## src/verilog/pru_pkg.sv

```systemverilog
// Package for the PWM generator register-update synchronization block
package pru_pkg;
   // Update-mode field encodings
   typedef enum logic [1:0] {
      PRU_MODE_IMMED = 2'h0,
      PRU_MODE_RSVD = 2'h1,
      PRU_MODE_LOCAL = 2'h2,
      PRU_MODE_GLOBAL = 2'h3
   } pru_mode_t;

   // Field positions inside the generator control word
   localparam int PRU_DBCTL_MODE_LSB = 10;
   localparam int PRU_GENB_MODE_LSB = 8;
   localparam int PRU_MODE_W = 2;

   // Values after reset
   localparam pru_mode_t PRU_MODE_RESET = PRU_MODE_IMMED;

   // Write strobe with its data for one generator register
   typedef struct packed {
      logic wr;
      logic [31:0] data;
   } pru_write_t;

   // Counter events from the generator and the master control
   typedef struct packed {
      logic cnt_zero;
      logic global_req;
   } pru_event_t;
endpackage

```

## src/verilog/pru_update_sync.sv

```systemverilog
// Register-update synchronization for one PWM generator
module pru_update_sync
   import pru_pkg::*;
#(
   parameter int DATA_W = 32
) (
   // Clock and reset
   input wire logic clk,
   input wire logic resetn,
   // Control word write carrying both mode fields
   input wire logic ctl_wr,
   input wire logic [15:0] ctl_data,
   // Register writes from software
   input wire pru_write_t dbctl_wr,
   input wire pru_write_t genb_wr,
   // Events from the counter and the master control
   input wire pru_event_t evt,
   // Mode fields read back
   output logic [1:0] deadband_ctrl_update_mode,
   output logic [1:0] gen_b_action_update_mode,
   // Values in force at the generator
   output logic [DATA_W-1:0] deadband_control_reg,
   output logic [DATA_W-1:0] gen_b_action_reg,
   // Pending flags for software visibility
   output logic dbctl_pending,
   output logic genb_pending
);

   logic [1:0] dbmode_q;
   logic [1:0] gbmode_q;
   logic [DATA_W-1:0] db_shadow_q;
   logic [DATA_W-1:0] gb_shadow_q;
   logic db_pend_q;
   logic gb_pend_q;
   logic db_greq_q;
   logic gb_greq_q;
   logic db_xfer;
   logic gb_xfer;

   // Decide whether the pending shadow moves this cycle
   function automatic logic pru_xfer(input logic [1:0] mode, input logic pend,
                                     input logic armed, input pru_event_t e);
      logic ok;
      ok = 1'b0;
      if (pend && e.cnt_zero) begin
         if (mode == PRU_MODE_LOCAL) begin
            ok = 1'b1;
         end else if (mode == PRU_MODE_GLOBAL) begin
            ok = armed;
         end
      end
      return ok;
   endfunction

   assign db_xfer = pru_xfer(dbmode_q, db_pend_q, db_greq_q, evt);
   assign gb_xfer = pru_xfer(gbmode_q, gb_pend_q, gb_greq_q, evt);

   // Mode fields; reserved code 1 is stored as written, software must avoid it
   always_ff @(posedge clk) begin
      if (!resetn) begin
         dbmode_q <= PRU_MODE_RESET;
         gbmode_q <= PRU_MODE_RESET;
      end else if (ctl_wr) begin
         dbmode_q <= ctl_data[PRU_DBCTL_MODE_LSB +: PRU_MODE_W];
         gbmode_q <= ctl_data[PRU_GENB_MODE_LSB +: PRU_MODE_W];
      end
   end

   // Global request latch; a request in the same cycle as a transfer re-arms
   always_ff @(posedge clk) begin
      if (!resetn) begin
         db_greq_q <= 1'b0;
         gb_greq_q <= 1'b0;
      end else begin
         if (evt.global_req) begin
            db_greq_q <= 1'b1;
         end else if (db_xfer || !db_pend_q) begin
            db_greq_q <= 1'b0;
         end
         if (evt.global_req) begin
            gb_greq_q <= 1'b1;
         end else if (gb_xfer || !gb_pend_q) begin
            gb_greq_q <= 1'b0;
         end
      end
   end

   // Dead-band control: shadow and value in force
   always_ff @(posedge clk) begin
      if (!resetn) begin
         db_shadow_q <= '0;
         db_pend_q <= 1'b0;
         deadband_control_reg <= '0;
      end else begin
         if (db_xfer) begin
            deadband_control_reg <= db_shadow_q;
            db_pend_q <= 1'b0;
         end
         // A new write wins over a transfer in the same cycle
         if (dbctl_wr.wr) begin
            if (dbmode_q == PRU_MODE_IMMED) begin
               deadband_control_reg <= dbctl_wr.data[DATA_W-1:0];
               db_pend_q <= 1'b0;
            end else begin
               db_shadow_q <= dbctl_wr.data[DATA_W-1:0];
               db_pend_q <= 1'b1;
            end
         end
      end
   end

   // Generator B action: shadow and value in force
   always_ff @(posedge clk) begin
      if (!resetn) begin
         gb_shadow_q <= '0;
         gb_pend_q <= 1'b0;
         gen_b_action_reg <= '0;
      end else begin
         if (gb_xfer) begin
            gen_b_action_reg <= gb_shadow_q;
            gb_pend_q <= 1'b0;
         end
         if (genb_wr.wr) begin
            if (gbmode_q == PRU_MODE_IMMED) begin
               gen_b_action_reg <= genb_wr.data[DATA_W-1:0];
               gb_pend_q <= 1'b0;
            end else begin
               gb_shadow_q <= genb_wr.data[DATA_W-1:0];
               gb_pend_q <= 1'b1;
            end
         end
      end
   end

   // Registered read-back outputs
   always_ff @(posedge clk) begin
      if (!resetn) begin
         deadband_ctrl_update_mode <= PRU_MODE_RESET;
         gen_b_action_update_mode <= PRU_MODE_RESET;
         dbctl_pending <= 1'b0;
         genb_pending <= 1'b0;
      end else begin
         deadband_ctrl_update_mode <= dbmode_q;
         gen_b_action_update_mode <= gbmode_q;
         dbctl_pending <= db_pend_q;
         genb_pending <= gb_pend_q;
      end
   end

   // Checks beside the logic
   a_immed_write: assert property (@(posedge clk) disable iff (!resetn)
      dbctl_wr.wr && dbmode_q == PRU_MODE_IMMED
      |=> deadband_control_reg == $past(dbctl_wr.data))
      else $error("immediate dead-band write not applied");
   a_genb_immed: assert property (@(posedge clk) disable iff (!resetn)
      genb_wr.wr && gbmode_q == PRU_MODE_IMMED
      |=> gen_b_action_reg == $past(genb_wr.data))
      else $error("immediate action write not applied");
   a_local_hold: assert property (@(posedge clk) disable iff (!resetn)
      db_pend_q && !evt.cnt_zero && !dbctl_wr.wr
      |=> $stable(deadband_control_reg))
      else $error("dead-band value changed without counter zero");
   a_gb_local_hold: assert property (@(posedge clk) disable iff (!resetn)
      gb_pend_q && !evt.cnt_zero && !genb_wr.wr
      |=> $stable(gen_b_action_reg))
      else $error("action value changed without counter zero");
   a_local_xfer: assert property (@(posedge clk) disable iff (!resetn)
      gb_pend_q && gbmode_q == PRU_MODE_LOCAL && evt.cnt_zero && !genb_wr.wr
      |=> gen_b_action_reg == $past(gb_shadow_q) && !gb_pend_q)
      else $error("local transfer of action value missed");
   a_db_local_xfer: assert property (@(posedge clk) disable iff (!resetn)
      db_pend_q && dbmode_q == PRU_MODE_LOCAL && evt.cnt_zero && !dbctl_wr.wr
      |=> deadband_control_reg == $past(db_shadow_q) && !db_pend_q)
      else $error("local transfer of dead-band value missed");
   a_global_wait: assert property (@(posedge clk) disable iff (!resetn)
      gb_pend_q && gbmode_q == PRU_MODE_GLOBAL && !gb_greq_q && !genb_wr.wr
      |=> $stable(gen_b_action_reg))
      else $error("global mode transferred without request");
   a_global_xfer: assert property (@(posedge clk) disable iff (!resetn)
      db_pend_q && dbmode_q == PRU_MODE_GLOBAL && db_greq_q && evt.cnt_zero
      && !dbctl_wr.wr |=> deadband_control_reg == $past(db_shadow_q))
      else $error("global transfer of dead-band value missed");
   a_greq_arm: assert property (@(posedge clk) disable iff (!resetn)
      evt.global_req |=> db_greq_q && gb_greq_q)
      else $error("global request not latched");
   // A write that meets a transfer must not be lost: it becomes the new pending value
   a_write_wins: assert property (@(posedge clk) disable iff (!resetn)
      db_xfer && dbctl_wr.wr
      |=> db_pend_q && db_shadow_q == $past(dbctl_wr.data)
      && deadband_control_reg == $past(db_shadow_q))
      else $error("write lost against same-cycle transfer");
   a_mode_store: assert property (@(posedge clk) disable iff (!resetn)
      ctl_wr |=> dbmode_q == $past(ctl_data[11:10])
      && gbmode_q == $past(ctl_data[9:8]))
      else $error("mode fields not stored");
   a_pend_set: assert property (@(posedge clk) disable iff (!resetn)
      genb_wr.wr && gbmode_q != PRU_MODE_IMMED |=> gb_pend_q ##1 genb_pending)
      else $error("pending not raised");
   a_reset_mode: assert property (@(posedge clk)
      !resetn |=> dbmode_q == 2'h0 && gbmode_q == 2'h0)
      else $error("modes not cleared by reset");
   a_reset_readback: assert property (@(posedge clk)
      !resetn |=> deadband_ctrl_update_mode == 2'h0 && gen_b_action_update_mode == 2'h0)
      else $error("mode read-back not cleared by reset");

   // Main scenarios the bench is expected to reach
   c_local: cover property (@(posedge clk) disable iff (!resetn) db_xfer
      && dbmode_q == PRU_MODE_LOCAL);
   c_global: cover property (@(posedge clk) disable iff (!resetn) gb_xfer
      && gbmode_q == PRU_MODE_GLOBAL);
   c_immed: cover property (@(posedge clk) disable iff (!resetn) genb_wr.wr
      && gbmode_q == PRU_MODE_IMMED);
   c_write_wins: cover property (@(posedge clk) disable iff (!resetn) db_xfer
      && dbctl_wr.wr);
   c_global_wait: cover property (@(posedge clk) disable iff (!resetn) gb_pend_q
      && gbmode_q == PRU_MODE_GLOBAL && evt.cnt_zero && !gb_greq_q);
endmodule

```

## config.mk

```make
export PLATFORM = sky130hd
export DESIGN_NAME = pru_update_sync
export DESIGN_NICKNAME = d
export VERILOG_FILES = /design/src/verilog/pru_pkg.sv /design/src/verilog/pru_update_sync.sv
export SDC_FILE = /design/constraint.sdc
export NUM_CORES = 1
export LEC_CHECK = 0
export BUFFER_PORTS_ARGS = -buffer_cell sky130_fd_sc_hd__buf_2
export CAP_MARGIN = 20
export CORE_ASPECT_RATIO = 0.6
export CORE_MARGIN = 4
export CORE_UTILIZATION = 40
export DETAILED_ROUTE_END_ITERATION = 16
export PLACE_DENSITY = 0.67
export SYNTH_ARGS = -nofsm -noshare
export SYNTH_HDL_FRONTEND = slang
export SYNTH_SLANG_ARGS = --single-unit
```

## constraint.sdc

```tcl
create_clock -name clk -period 1.92 [get_ports clk]
set_clock_uncertainty 0.2 [all_clocks]
set_input_delay 0.576 -clock clk [delete_from_list [all_inputs] [get_ports clk]]
set_output_delay 0.576 -clock clk [all_outputs]
set_load 0.03 [all_outputs]
```

== After elaboration in Yosys (flattened, before gate mapping) ==
Cells that the tools add are included.

* Register bits: 142
* Input port bits: 87
* Output and inout bits: 70
* Word-level logic and storage cells: 56

* Eq/ne operators: 4
* Multiplexer cells: 22
* Bitwise gates (word level): 2
* Reductions and logical operators: 14

{| class="wikitable"
|+ Operators by type and width
! operator !! number
|-
| $mux 32 || 6
|-
| $mux 1 || 16
|-
| $eq 2x2->1 const B || 4
|-
| $reduce_bool 2->1 || 4
|-
| $logic_not 2->1 || 2
|-
| $reduce_and 2->1 || 2
|-
| $logic_and 1x1->1 || 2
|-
| $logic_not 1->1 || 2
|-
| $logic_or 1x1->1 || 2
|-
| $not 1->1 || 2
|}

== Depth between registers and ports, before layout ==
Gate-level depths: netlist of run 1.

* Word-level depth: 7
* Mapped depth: 6
* Gate-level depth less buffers: 3

== Worst setup path after synthesis of run 1 ==
No wires, ideal clock.

* Path kind: input -> register
* Start: input port genb_wr[32] (netlist name)
* End: register gen_b_action_reg[10]
* Library setup time: 0.132 ns
* Data arrival time: 1.459 ns
* Required time: 1.588 ns
* Setup slack: 0.129 ns
* Cell stages on the path: 4
* Buffers on the path: 1
* Cells stage by stage: or3b_2 clkbuf_1 o21ai_0 a211oi_2

* Longest elaborated chain between the ends: 1

{| class="wikitable"
|+ Ends and longest elaborated chain
! item !! line !! text
|-
| start, declared || pru_update_sync.sv:15 || <nowiki>input wire pru_write_t genb_wr,</nowiki>
|-
| $mux 32 || pru_update_sync.sv:123 || <nowiki>if (genb_wr.wr) begin</nowiki>
|-
| end signal, assigned || pru_update_sync.sv:120 || <nowiki>gen_b_action_reg <= gb_shadow_q;</nowiki>
|-
| end signal, assigned || pru_update_sync.sv:125 || <nowiki>gen_b_action_reg <= genb_wr.data[DATA_W-1:0];</nowiki>
|-
| end, declared || pru_update_sync.sv:23 || <nowiki>output logic [DATA_W-1:0] gen_b_action_reg,</nowiki>
|}

No other way between the ends.
A chain may end at the register's enable or synchronous reset.

== Worst setup path after layout of run 1 ==
* Start: register gen_b_action_reg[26]
* End: output port gen_b_action_reg[26]

No word-level cell between the ends.

==> impl_metrics.tcl, run 1 <==
set metrics [dict create \
    placed_cells_incl_taps 998 \
    vias_in_the_first_global_route 4938 \
    rows 34 \
    crit_slowest_cell "dfxtp_1" \
    insertion_delay_ps 410 \
    maxCapViolations 0 \
    timing.critical_path.arrival_ps 990 \
    timing.critical_path.cells "buf_2" \
    crit_path_max_incr_delay_ps 370 \
    path_clk_slew_ps 60 \
    fp.dieArea_mm2 0.0168 \
    tightest_slew_ps 464 \
    highest_net_fanout_along_the_worst_path 2 \
    die_w_um 165 \
    clock_tree.root_cell "clkbuf_16" \
    initialDrtViolationCount 288 \
    io-pin-count 157 \
    yosys.area.top_type_share 0.481 \
    grt-ovfl-total 0 \
    rrSetupSlack_ps 220 \
    stdcell_count 1031 \
    fin_setup_tns_ps 0 \
    finalMaxSlewViolations 0 \
    cts_hold_buffers 0 \
    data_required_time_of_the_worst_path_ps 1140 \
    viasPerCell 5.17 \
    yosysMostFrequentCell "dfxtp_1" \
    die-height_um 102 \
    synth-async-reset-ratio 0 \
    sequential_to_total_area_share_from_yosys_stat 0.481 \
    run_status "finished clean" \
    cp_num_buf_inv 1 \
    min-delay-path-class "input port to flop" \
    detailroute.via_count 5332 \
    synth_edf_count 0 \
    synthFlopType "dfxtp_1" \
    tritoncts_clock_tree "yes" \
    ctsResizeCount 0 \
    routed_wl_um 15700 \
    final-setup-viol-count 0 \
    yosys_warnings 0 \
    drt.antenna.violating_nets 0 \
    postCtsSetupBuffers 0 \
    final_hold_viol_count 0 \
    drt_first_pass_iters 4 \
    post_drt_wl_per_cell_um 15.2 \
    grt_pass1_wl_um 25600 \
    synth_commonest_cells "142 x dfxtp_1, 132 x nand2_1, 98 x o21ai_0" \
    syn2layout_area_growth_pct 28.0 \
    power_per_cell_area_mw_per_mm2 1010 \
    post_synth.cell_area_avg_um2 8.47 \
    slew_headroom 0.691 \
    rsz0062_at_grt "false" \
    finalCriticalPeriod_ps 1770 \
    clock_tree.buffer_depth 2 \
    timing.critical_path.max_delay_family "flip-flops" \
    number_of_cts_inserted_buffers 17 \
    synth_fp_nets 785 \
    synth_top_area_cell "dfxtp_1" \
    fmaxAchievable_mhz 565 \
    core_mm2 0.0145 \
    max-vdd-ir-drop_mv 0.552 \
    start_kind "flop" \
    hpwlAfterDp_um 10000 \
    remaining_drc_errors 0 \
    worstSetupEndpointType "primary output" \
    synth_seq_cells 142 \
    post_synth_inst_count 698 \
    critical_path_class "flop to primary output" \
    clock_sink_count 142 \
    final_layout_size_suffix_gt1_frac 0.290 \
    synth_cell_type_count 32 \
    static-leakage-power_nw 2.93 \
    final_nets 906 \
    grt_usage 0.189 \
    post_synth_main_area_contributors "dfxtp_1 48%, nand2_1 8.4%, o21ai_0 8.3%" \
    gp_congestion 0.749 \
    htree_num_levels 4 \
    finalCritPeriodShare 0.922 \
    antenna_found_initial 2 \
    initial_core_util 0.409 \
    mappedNetlistArea_mm2 0.00591 \
    grt_max_degree 65 \
    port_buffers 144 \
]
[stage by stage]
stage	setup WS [ps]	cell area [um^2]	power, W	util	hold slack [ps]
2_1_floorplan	129	5910	0.00402	-	234
3_3_place_gp	-28.5	6980	0.00443	0.482	252
3_5_place_dp	-39.2	6980	0.00444	0.482	256
4_1_cts	138	7560	0.00771	0.523	210
5_1_grt	92.6	7560	0.00799	0.523	212
6_report	149	7560	0.00764	0.523	216
[power by group]
group / switching [W] / internal, W / total, W
Sequential: 0.000101 / 0.00315 / 0.00325
Clock: 0.00135 / 0.00193 / 0.00328
Combinational: 0.000723 / 0.000401 / 0.00112
[final cells by class]
type / count / area (um^2)
inverters: 1 / 3.75
fillers: 1385 / 6900
multi-input cells: 486 / 2780
well taps: 198 / 248
clock inverters: 15 / 161
flip-flops and latches: 142 / 2840
diodes: 1 / 2.50
repair buffers: 171 / 1100
clock buffers: 17 / 425
[per-layer routing]
layer	vias to the layer above	share of wire	wire [um]	track usage
li1	2709	-	-	-
met1	2462	0.51	7940	0.280
met2	145	0.42	6510	0.269
met3	12	0.069	1080	0.0556
met4	4	0.0069	108	0.0486
met5	-	0.0015	23	0
[path summary, 6_finish.rpt]
path | cells after the start | from | end
worst min register to register | 2 | db_greq_q$_SDFFE_PN0P_ | db_greq_q$_SDFFE_PN0P_
worst max-delay path | 1 | gen_b_action_reg[26]$_SDFF_PN0_ | gen_b_action_reg[26]
worst min-delay path | 3 | evt[0] | gb_greq_q$_SDFFE_PN0P_
worst max register to register | 4 | gbmode_q[1]$_SDFFE_PN0P_ | gen_b_action_reg[23]$_SDFF_PN0_
[cells in the final DEF (no fill, tap or decap)]
master / netlist / routed
o21ai_2: 0 / 2
clkinvlp_4: 0 / 4
clkbuf_16: 0 / 17
and2_1: 6 / 6
or3b_2: 1 / 2
o21a_1: 3 / 3
buf_4: 1 / 14
clkinv_2: 0 / 2
inv_6: 0 / 4
buf_2: 10 / 143
diode_2: 0 / 1
nor2b_1: 5 / 4
o211a_1: 1 / 1
nand3_2: 1 / 1
a211oi_2: 30 / 30
nand3_1: 34 / 34
or2_2: 0 / 1
nand2b_1: 1 / 1
nand2_1: 132 / 132
clkinv_4: 0 / 3
mux2i_1: 4 / 4
a21oi_1: 1 / 1
buf_12: 0 / 14
nor4_1: 32 / 32
and2b_1: 1 / 1
bufinv_16: 0 / 2
o21ai_0: 98 / 98
a211oi_1: 2 / 2
nor3b_2: 0 / 1
and3_1: 1 / 1
nor2b_2: 0 / 1
a31oi_1: 32 / 32
nor2_1: 32 / 32
dfxtp_1: 142 / 142
inv_1: 1 / 1
a21boi_0: 64 / 64
[kinds of logic after synthesis]
logic type,synth area share
mux,0.00677
simple gates,0.189
buf+inv,0.0512
compound gates,0.272
flops,0.481
No activity file was read; power rests on OpenSTA's default activity.
==> run 2: changes to the inputs <==
--- a/config.mk
+++ b/config.mk
@@ -12,6 +12,7 @@
 export CORE_UTILIZATION = 40
 export DETAILED_ROUTE_END_ITERATION = 16
 export PLACE_DENSITY = 0.67
+export SETUP_SLACK_MARGIN = 0.1
 export SYNTH_ARGS = -nofsm -noshare
 export SYNTH_HDL_FRONTEND = slang
 export SYNTH_SLANG_ARGS = --single-unit
==> constraint.sdc (replaced) <==
create_clock -name clk -period 1.95 [get_ports clk]
set_clock_uncertainty 0.2 [all_clocks]
set_input_delay 0.585 -clock clk [delete_from_list [all_inputs] [get_ports clk]]
set_output_delay 0.585 -clock clk [all_outputs]
set_load 0.03 [all_outputs]
==> run 2 against run 1 <==
  * Total power is 1.0% lower
  * Clock power barely moved
  * Via count is 0.98% higher
  * Critical endpoint is now deadband_control_reg[24]
  * Largest cell class unchanged
==> impl_metrics.tcl, run 2 (same netlist as run 1, synthesis figures left out) <==
set metrics [dict create \
    clock_tree.root_cell "clkbuf_16" \
    layout.core_utilization 0.521 \
    timing.critical_path.max_delay_family "flip-flops" \
    worstSetupEndpointType "primary output" \
    seq_area_mm2 0.00284 \
    io-pin-count 157 \
    die_w_um 165 \
    initialDrtViolationCount 333 \
    slew_headroom 0.690 \
    final-setup-viol-count 0 \
    initial_core_util 0.409 \
    hpwlAfterDp_um 10300 \
    final_layout_size_suffix_gt1_frac 0.287 \
    highest_net_fanout_along_the_worst_path 2 \
    timing.critical_path.to "deadband_control_reg[24]" \
    timing.critical_path.depth 1 \
    layout_common_cells "143 x buf_2, 142 x dfxtp_1, 132 x nand2_1, 98 x o21ai_0, 64 x a21boi_0" \
    clock_sink_count 142 \
    num_antenna_cells 0 \
    core_mm2 0.0145 \
    rsz0062_at_grt "false" \
    start_kind "flop" \
    gp_congestion 0.759 \
    path_clk_slew_ps 60 \
    fp.dieArea_mm2 0.0168 \
    crit_path_max_incr_delay_ps 370 \
    timing.critical_path.from "deadband_control_reg[24]$_SDFF_PN0_" \
    maxCapViolations 0 \
    remaining_drc_errors 0 \
    timing.critical_path.arrival_ps 990 \
    grt_pass1_wl_um 25200 \
    detailroute.via_count 5384 \
    hold_slack_ps 230 \
    port_buffers 144 \
    tritoncts_clock_tree "yes" \
    vias_in_the_first_global_route 4906 \
    grt-ovfl-total 0 \
    grt_usage 0.187 \
    die-height_um 102 \
    postCtsSetupBuffers 0 \
    critical_path_class "flop to primary output" \
    final_hold_viol_count 0 \
    power_w 0.00757 \
    data_required_time_of_the_worst_path_ps 1160 \
    crit_slowest_cell "dfxtp_1" \
    static-leakage-power_nw 2.93 \
    grt_max_degree 65 \
    viasPerCell 5.24 \
    post_drt_wl_per_cell_um 15.4 \
    insertion_delay_ps 400 \
    finalCriticalPeriod_ps 1780 \
    reg2reg_depth 4 \
    number_of_cts_inserted_buffers 17 \
    tightest_slew_ps 464 \
    timing.critical_path.cells "buf_2" \
    rrSetupSlack_ps 230 \
    min-delay-path-class "input port to flop" \
    max-vdd-ir-drop_mv 0.539 \
    rows 34 \
    htree_num_levels 4 \
    run_status "finished clean" \
    fillerInstances 1397 \
    most_frequent_standard_cell_in_the_layout_excluding_fill_and_tap_cells "buf_2" \
    drt_first_pass_iters 5 \
    drt.antenna.violating_nets 0 \
    routed_wl_um 15800 \
    multiInputGateArea_mm2 0.00278 \
    power_per_cell_area_mw_per_mm2 1000 \
    critical_path.reg2reg.endpoint "gen_b_action_reg[29]$_SDFF_PN0_" \
    antenna_found_initial 2 \
    final_nets 905 \
    finalMaxSlewViolations 0 \
    critical_path.reg2reg.startpoint "gbmode_q[1]$_SDFFE_PN0P_" \
    cts_hold_buffers 0 \
    ctsResizeCount 0 \
    fmaxAchievable_mhz 563 \
    cp_num_buf_inv 1 \
    finalCritPeriodShare 0.911 \
    clock_tree.buffer_depth 2 \
    syn2layout_area_growth_pct 27.6 \
]
run 2: metrics by stage:
stage          setup TNS (ps)  cells  worst slack, ps  cell area (um^2)
6_report                    0   1028              174              7540
5_1_grt                     0   1028              103              7540
4_1_cts                     0   1028              166              7540
3_5_place_dp             -539    997            -40.5              6940
3_3_place_gp             -416    997            -22.9              6940
2_1_floorplan               0    698              150              5910
run 2: worst min-delay path by stage:
stage,from,end,slack (ps),cells past startpoint
2_1_floorplan,gb_greq_q$_SDFFE_PN0P_,gb_greq_q$_SDFFE_PN0P_,230,2
3_3_place_gp,gb_shadow_q[19]$_SDFFE_PN0P_,gb_shadow_q[19]$_SDFFE_PN0P_,250,2
3_5_place_dp,gb_shadow_q[2]$_SDFFE_PN0P_,gb_shadow_q[2]$_SDFFE_PN0P_,260,2
4_1_cts,genb_wr[1],gb_shadow_q[1]$_SDFFE_PN0P_,220,3
5_1_grt,dbctl_wr[15],db_shadow_q[15]$_SDFFE_PN0P_,230,3
6_report,evt[0],gb_greq_q$_SDFFE_PN0P_,230,3
run 2: per-layer routing:
layer | vias up | share of wire | track usage
li1 | 2703 | - | -
met1 | 2508 | 0.49 | 0.272
met2 | 157 | 0.44 | 0.275
met3 | 12 | 0.067 | 0.0528
met4 | 4 | 0.0067 | 0.0466
met5 | - | 0.0015 | 0
run 2: layout make-up:
cell class                      instances  share of cell area
Inverter                                1            0.000498
Clock buffer                           20              0.0606
Sequential cell                       142               0.377
Tap cell                              198              0.0329
Timing Repair Buffer                  170               0.142
Multi-Input combinational cell        486               0.369
Clock inverter                         11              0.0187
run 2: power breakdown:
part / total (W) / internal (W) / switching (W)
clock: 0.00327 / 0.00207 / 0.00121
combinational: 0.00110 / 0.000385 / 0.000712
sequential: 0.00320 / 0.00310 / 0.000100
total: 0.00757 / 0.00555 / 0.00202
==> run 3: changes to the inputs <==
--- a/config.mk
+++ b/config.mk
@@ -5,6 +5,7 @@
 export SDC_FILE = /design/constraint.sdc
 export NUM_CORES = 1
 export LEC_CHECK = 0
+export ABC_AREA = 1
 export BUFFER_PORTS_ARGS = -buffer_cell sky130_fd_sc_hd__buf_2
 export CAP_MARGIN = 20
 export CORE_ASPECT_RATIO = 0.6
==> run 3 against run 2 <==
  * Combinational power grew 9%
  * Worst setup slack gained 20 ps
  * Routed wire length shrank 4.3%
  * First-iteration DRC count grew 13%
  * Final area grew 1.3%
  * Utilization shrank 0.23 points
  * Register-to-register slack gained 190 ps
  * Fmax grew 1.1%
  * Die area grew 3.1%
  * Critical endpoint is now gen_b_action_reg[28]
  * Largest cell class unchanged
==> impl_metrics.tcl, run 3 <==
set metrics [dict create \
    start_kind "flop" \
    finalCriticalPeriod_ps 1760 \
    initialDrtViolationCount 377 \
    power_switching_w 0.00214 \
    most_frequent_standard_cell_in_the_layout_excluding_fill_and_tap_cells "nor2_1" \
    slew_headroom 0.739 \
    crit_slowest_cell "dfxtp_1" \
    fin_setup_tns_ps 0 \
    power_per_cell_area_mw_per_mm2 1010 \
    drt.antenna.violating_nets 0 \
    hpwlAfterDp_um 9700 \
    max-vdd-ir-drop_mv 0.406 \
    cts_hold_buffers 0 \
    finalMaxSlewViolations 0 \
    preCtsSetupSlack_ps 254 \
    path_clk_slew_ps 60 \
    io-pin-count 157 \
    stdcell_area_mm2 0.00764 \
    grt_usage 0.171 \
    clock_tree.buffer_depth 2 \
    synth_edf_count 0 \
    tritoncts_clock_tree "yes" \
    rsz0062_at_grt "false" \
    remaining_drc_errors 0 \
    highest_metal_layer_used_by_the_detailed_router "met4" \
    fmaxAchievable_mhz 570 \
    rows 34 \
    synth_top_area_cell "dfxtp_1" \
    post_synth_inst_count 901 \
    clock_tree.root_cell "clkbuf_16" \
    layout_common_cells "326 x nor2_1, 143 x buf_2, 142 x dfxtp_1, 112 x o21ai_0, 80 x inv_1" \
    fp.dieArea_mm2 0.0174 \
    timing.critical_path.arrival_ps 970 \
    timing.critical_path.cells "buf_2" \
    final_nets 1115 \
    p_seq_frac 0.422 \
    sequential_to_total_area_share_from_yosys_stat 0.465 \
    synth-async-reset-ratio 0 \
    part_of_the_power_in_combinational_logic 0.155 \
    synth_commonest_cells "326 x nor2_1, 142 x dfxtp_1, 112 x o21ai_0" \
    static-leakage-power_nw 3.77 \
    grt_max_degree 65 \
    cp_num_buf_inv 1 \
    hold_slack_ps 199 \
    ctsResizeCount 0 \
    timing.critical_path.max_delay_family "flip-flops" \
    antenna_found_initial 0 \
    crit_path_max_incr_delay_ps 350 \
    die_w_um 168 \
    met2WireLength_um 6340 \
    syn2layout_area_growth_pct 25.1 \
    critical_path_class "flop to primary output" \
    detailroute.via_count 5659 \
    worstSetupEndpointType "primary output" \
    placement.cell_area_mm2 0.00705 \
    yosys.area.top_type_share 0.465 \
    maxCapViolations 0 \
    postCtsSetupBuffers 0 \
    wl_met1_um 7760 \
    num_antenna_cells 0 \
    min-delay-path-class "input port to flop" \
    core_mm2 0.0147 \
    post_drt_wl_per_cell_um 12.2 \
    grt-ovfl-total 0 \
    final_hold_viol_count 0 \
    synth_fp_nets 988 \
    data_required_time_of_the_worst_path_ps 1160 \
    post_synth_main_area_contributors "dfxtp_1 47%, nor2_1 20%, o21ai_0 9.2%" \
    insertion_delay_ps 410 \
    routed_wl_um 15100 \
    final_layout_size_suffix_gt1_frac 0.197 \
    p_clk_frac 0.423 \
    synthFlopType "dfxtp_1" \
    die-height_um 104 \
    vias_in_the_first_global_route 5198 \
    power_w 0.00773 \
    yosys_warnings 0 \
    setup_ws_ps 195 \
    detailroute.wirelength.met3_um 902 \
    gp_congestion 0.752 \
    grt_pass1_wl_um 25000 \
    power.switching_fraction 0.276 \
    clock_sink_count 142 \
    synth_seq_cells 142 \
    viasPerCell 4.57 \
    port_buffers 144 \
    finalCritPeriodShare 0.900 \
    intPower_w 0.00560 \
    htree_num_levels 4 \
    drt_first_pass_iters 5 \
    mappedNetlistArea_mm2 0.00611 \
    highest_net_fanout_along_the_worst_path 2 \
    run_status "finished clean" \
    yosysMostFrequentCell "nor2_1" \
    final-setup-viol-count 0 \
    synth_cell_type_count 18 \
    number_of_cts_inserted_buffers 17 \
    post_synth.cell_area_avg_um2 6.78 \
    fillerInstances 1505 \
    initial_core_util 0.415 \
    tightest_slew_ps 391 \
]
-- run 3: changes by cell type in the layout (fill, tap and decap cells not counted), moves of 20 or more --
cell	previous run	this run
a211oi_2	30	0
inv_1	1	80
nand3_1	34	70
a31oi_1	32	0
o21ai_1	0	20
nor4_1	32	0
nand2_1	132	76
nor2_1	32	326
a21boi_0	64	0
-- run 3: cell families (layout without fill, tap and decap cells) --
logic type             Yosys count  count (layout)  share of synthesized area
flip-flops                     142             142                      0.465
AND/OR/NAND/NOR                482             482                      0.318
buffers and inverters          139             278                      0.104
AO/OA/AOI/OAI                  138             138                      0.113
-- run 3: final timing paths --
kind,cells after the start,from,slack (ps),to
max,1,gen_b_action_reg[28]$_SDFF_PN0_,190,gen_b_action_reg[28]
min,3,ctl_data[11],200,dbmode_q[1]$_SDFFE_PN0P_
max reg2reg,5,gbmode_q[1]$_SDFFE_PN0P_,420,gen_b_action_reg[19]$_SDFF_PN0_
min reg2reg,2,gbmode_q[0]$_SDFFE_PN0P_,280,gen_b_action_update_mode[0]$_SDFF_PN0_
-- run 3: through the flow --
| step | cells | utilization |
|---|---|---|
| detailed placement | 1207 | 0.479 |
| finish | 1238 | 0.519 |
| floorplan | 901 | - |
| CTS | 1238 | 0.519 |
| global placement | 1207 | 0.479 |
| global route | 1238 | 0.519 |
-- run 3: final cells by class --
class | instances | area, um^2 | area share
clock buffer | 21 | 450 | 0.0590
multi-input combinational | 620 | 2630 | 0.345
timing repair buffer | 165 | 1020 | 0.133
tap | 198 | 248 | 0.0324
inverter | 82 | 308 | 0.0403
sequential | 142 | 2840 | 0.372
clock inverter | 10 | 140 | 0.0183
-- run 3: layer usage --
layer,global-route usage,vias up
met3,0.0453,10
met1,0.243,2456
met4,0.0527,0
li1,-,3052
met2,0.253,141
met5,0,-
-- run 3: power by group through the flow --
| stage | clock, W | combinational (W) | sequential (W) |
|---|---|---|---|
| 6_report | 0.00327 | 0.00120 | 0.00326 |
| 5_1_grt | 0.00347 | 0.00135 | 0.00329 |
| 4_1_cts | 0.00334 | 0.00121 | 0.00326 |
| 3_5_place_dp | 0 | 0.00121 | 0.00332 |
| 3_3_place_gp | 0 | 0.00120 | 0.00332 |
| 2_1_floorplan | 0 | 0.000583 | 0.00355 |
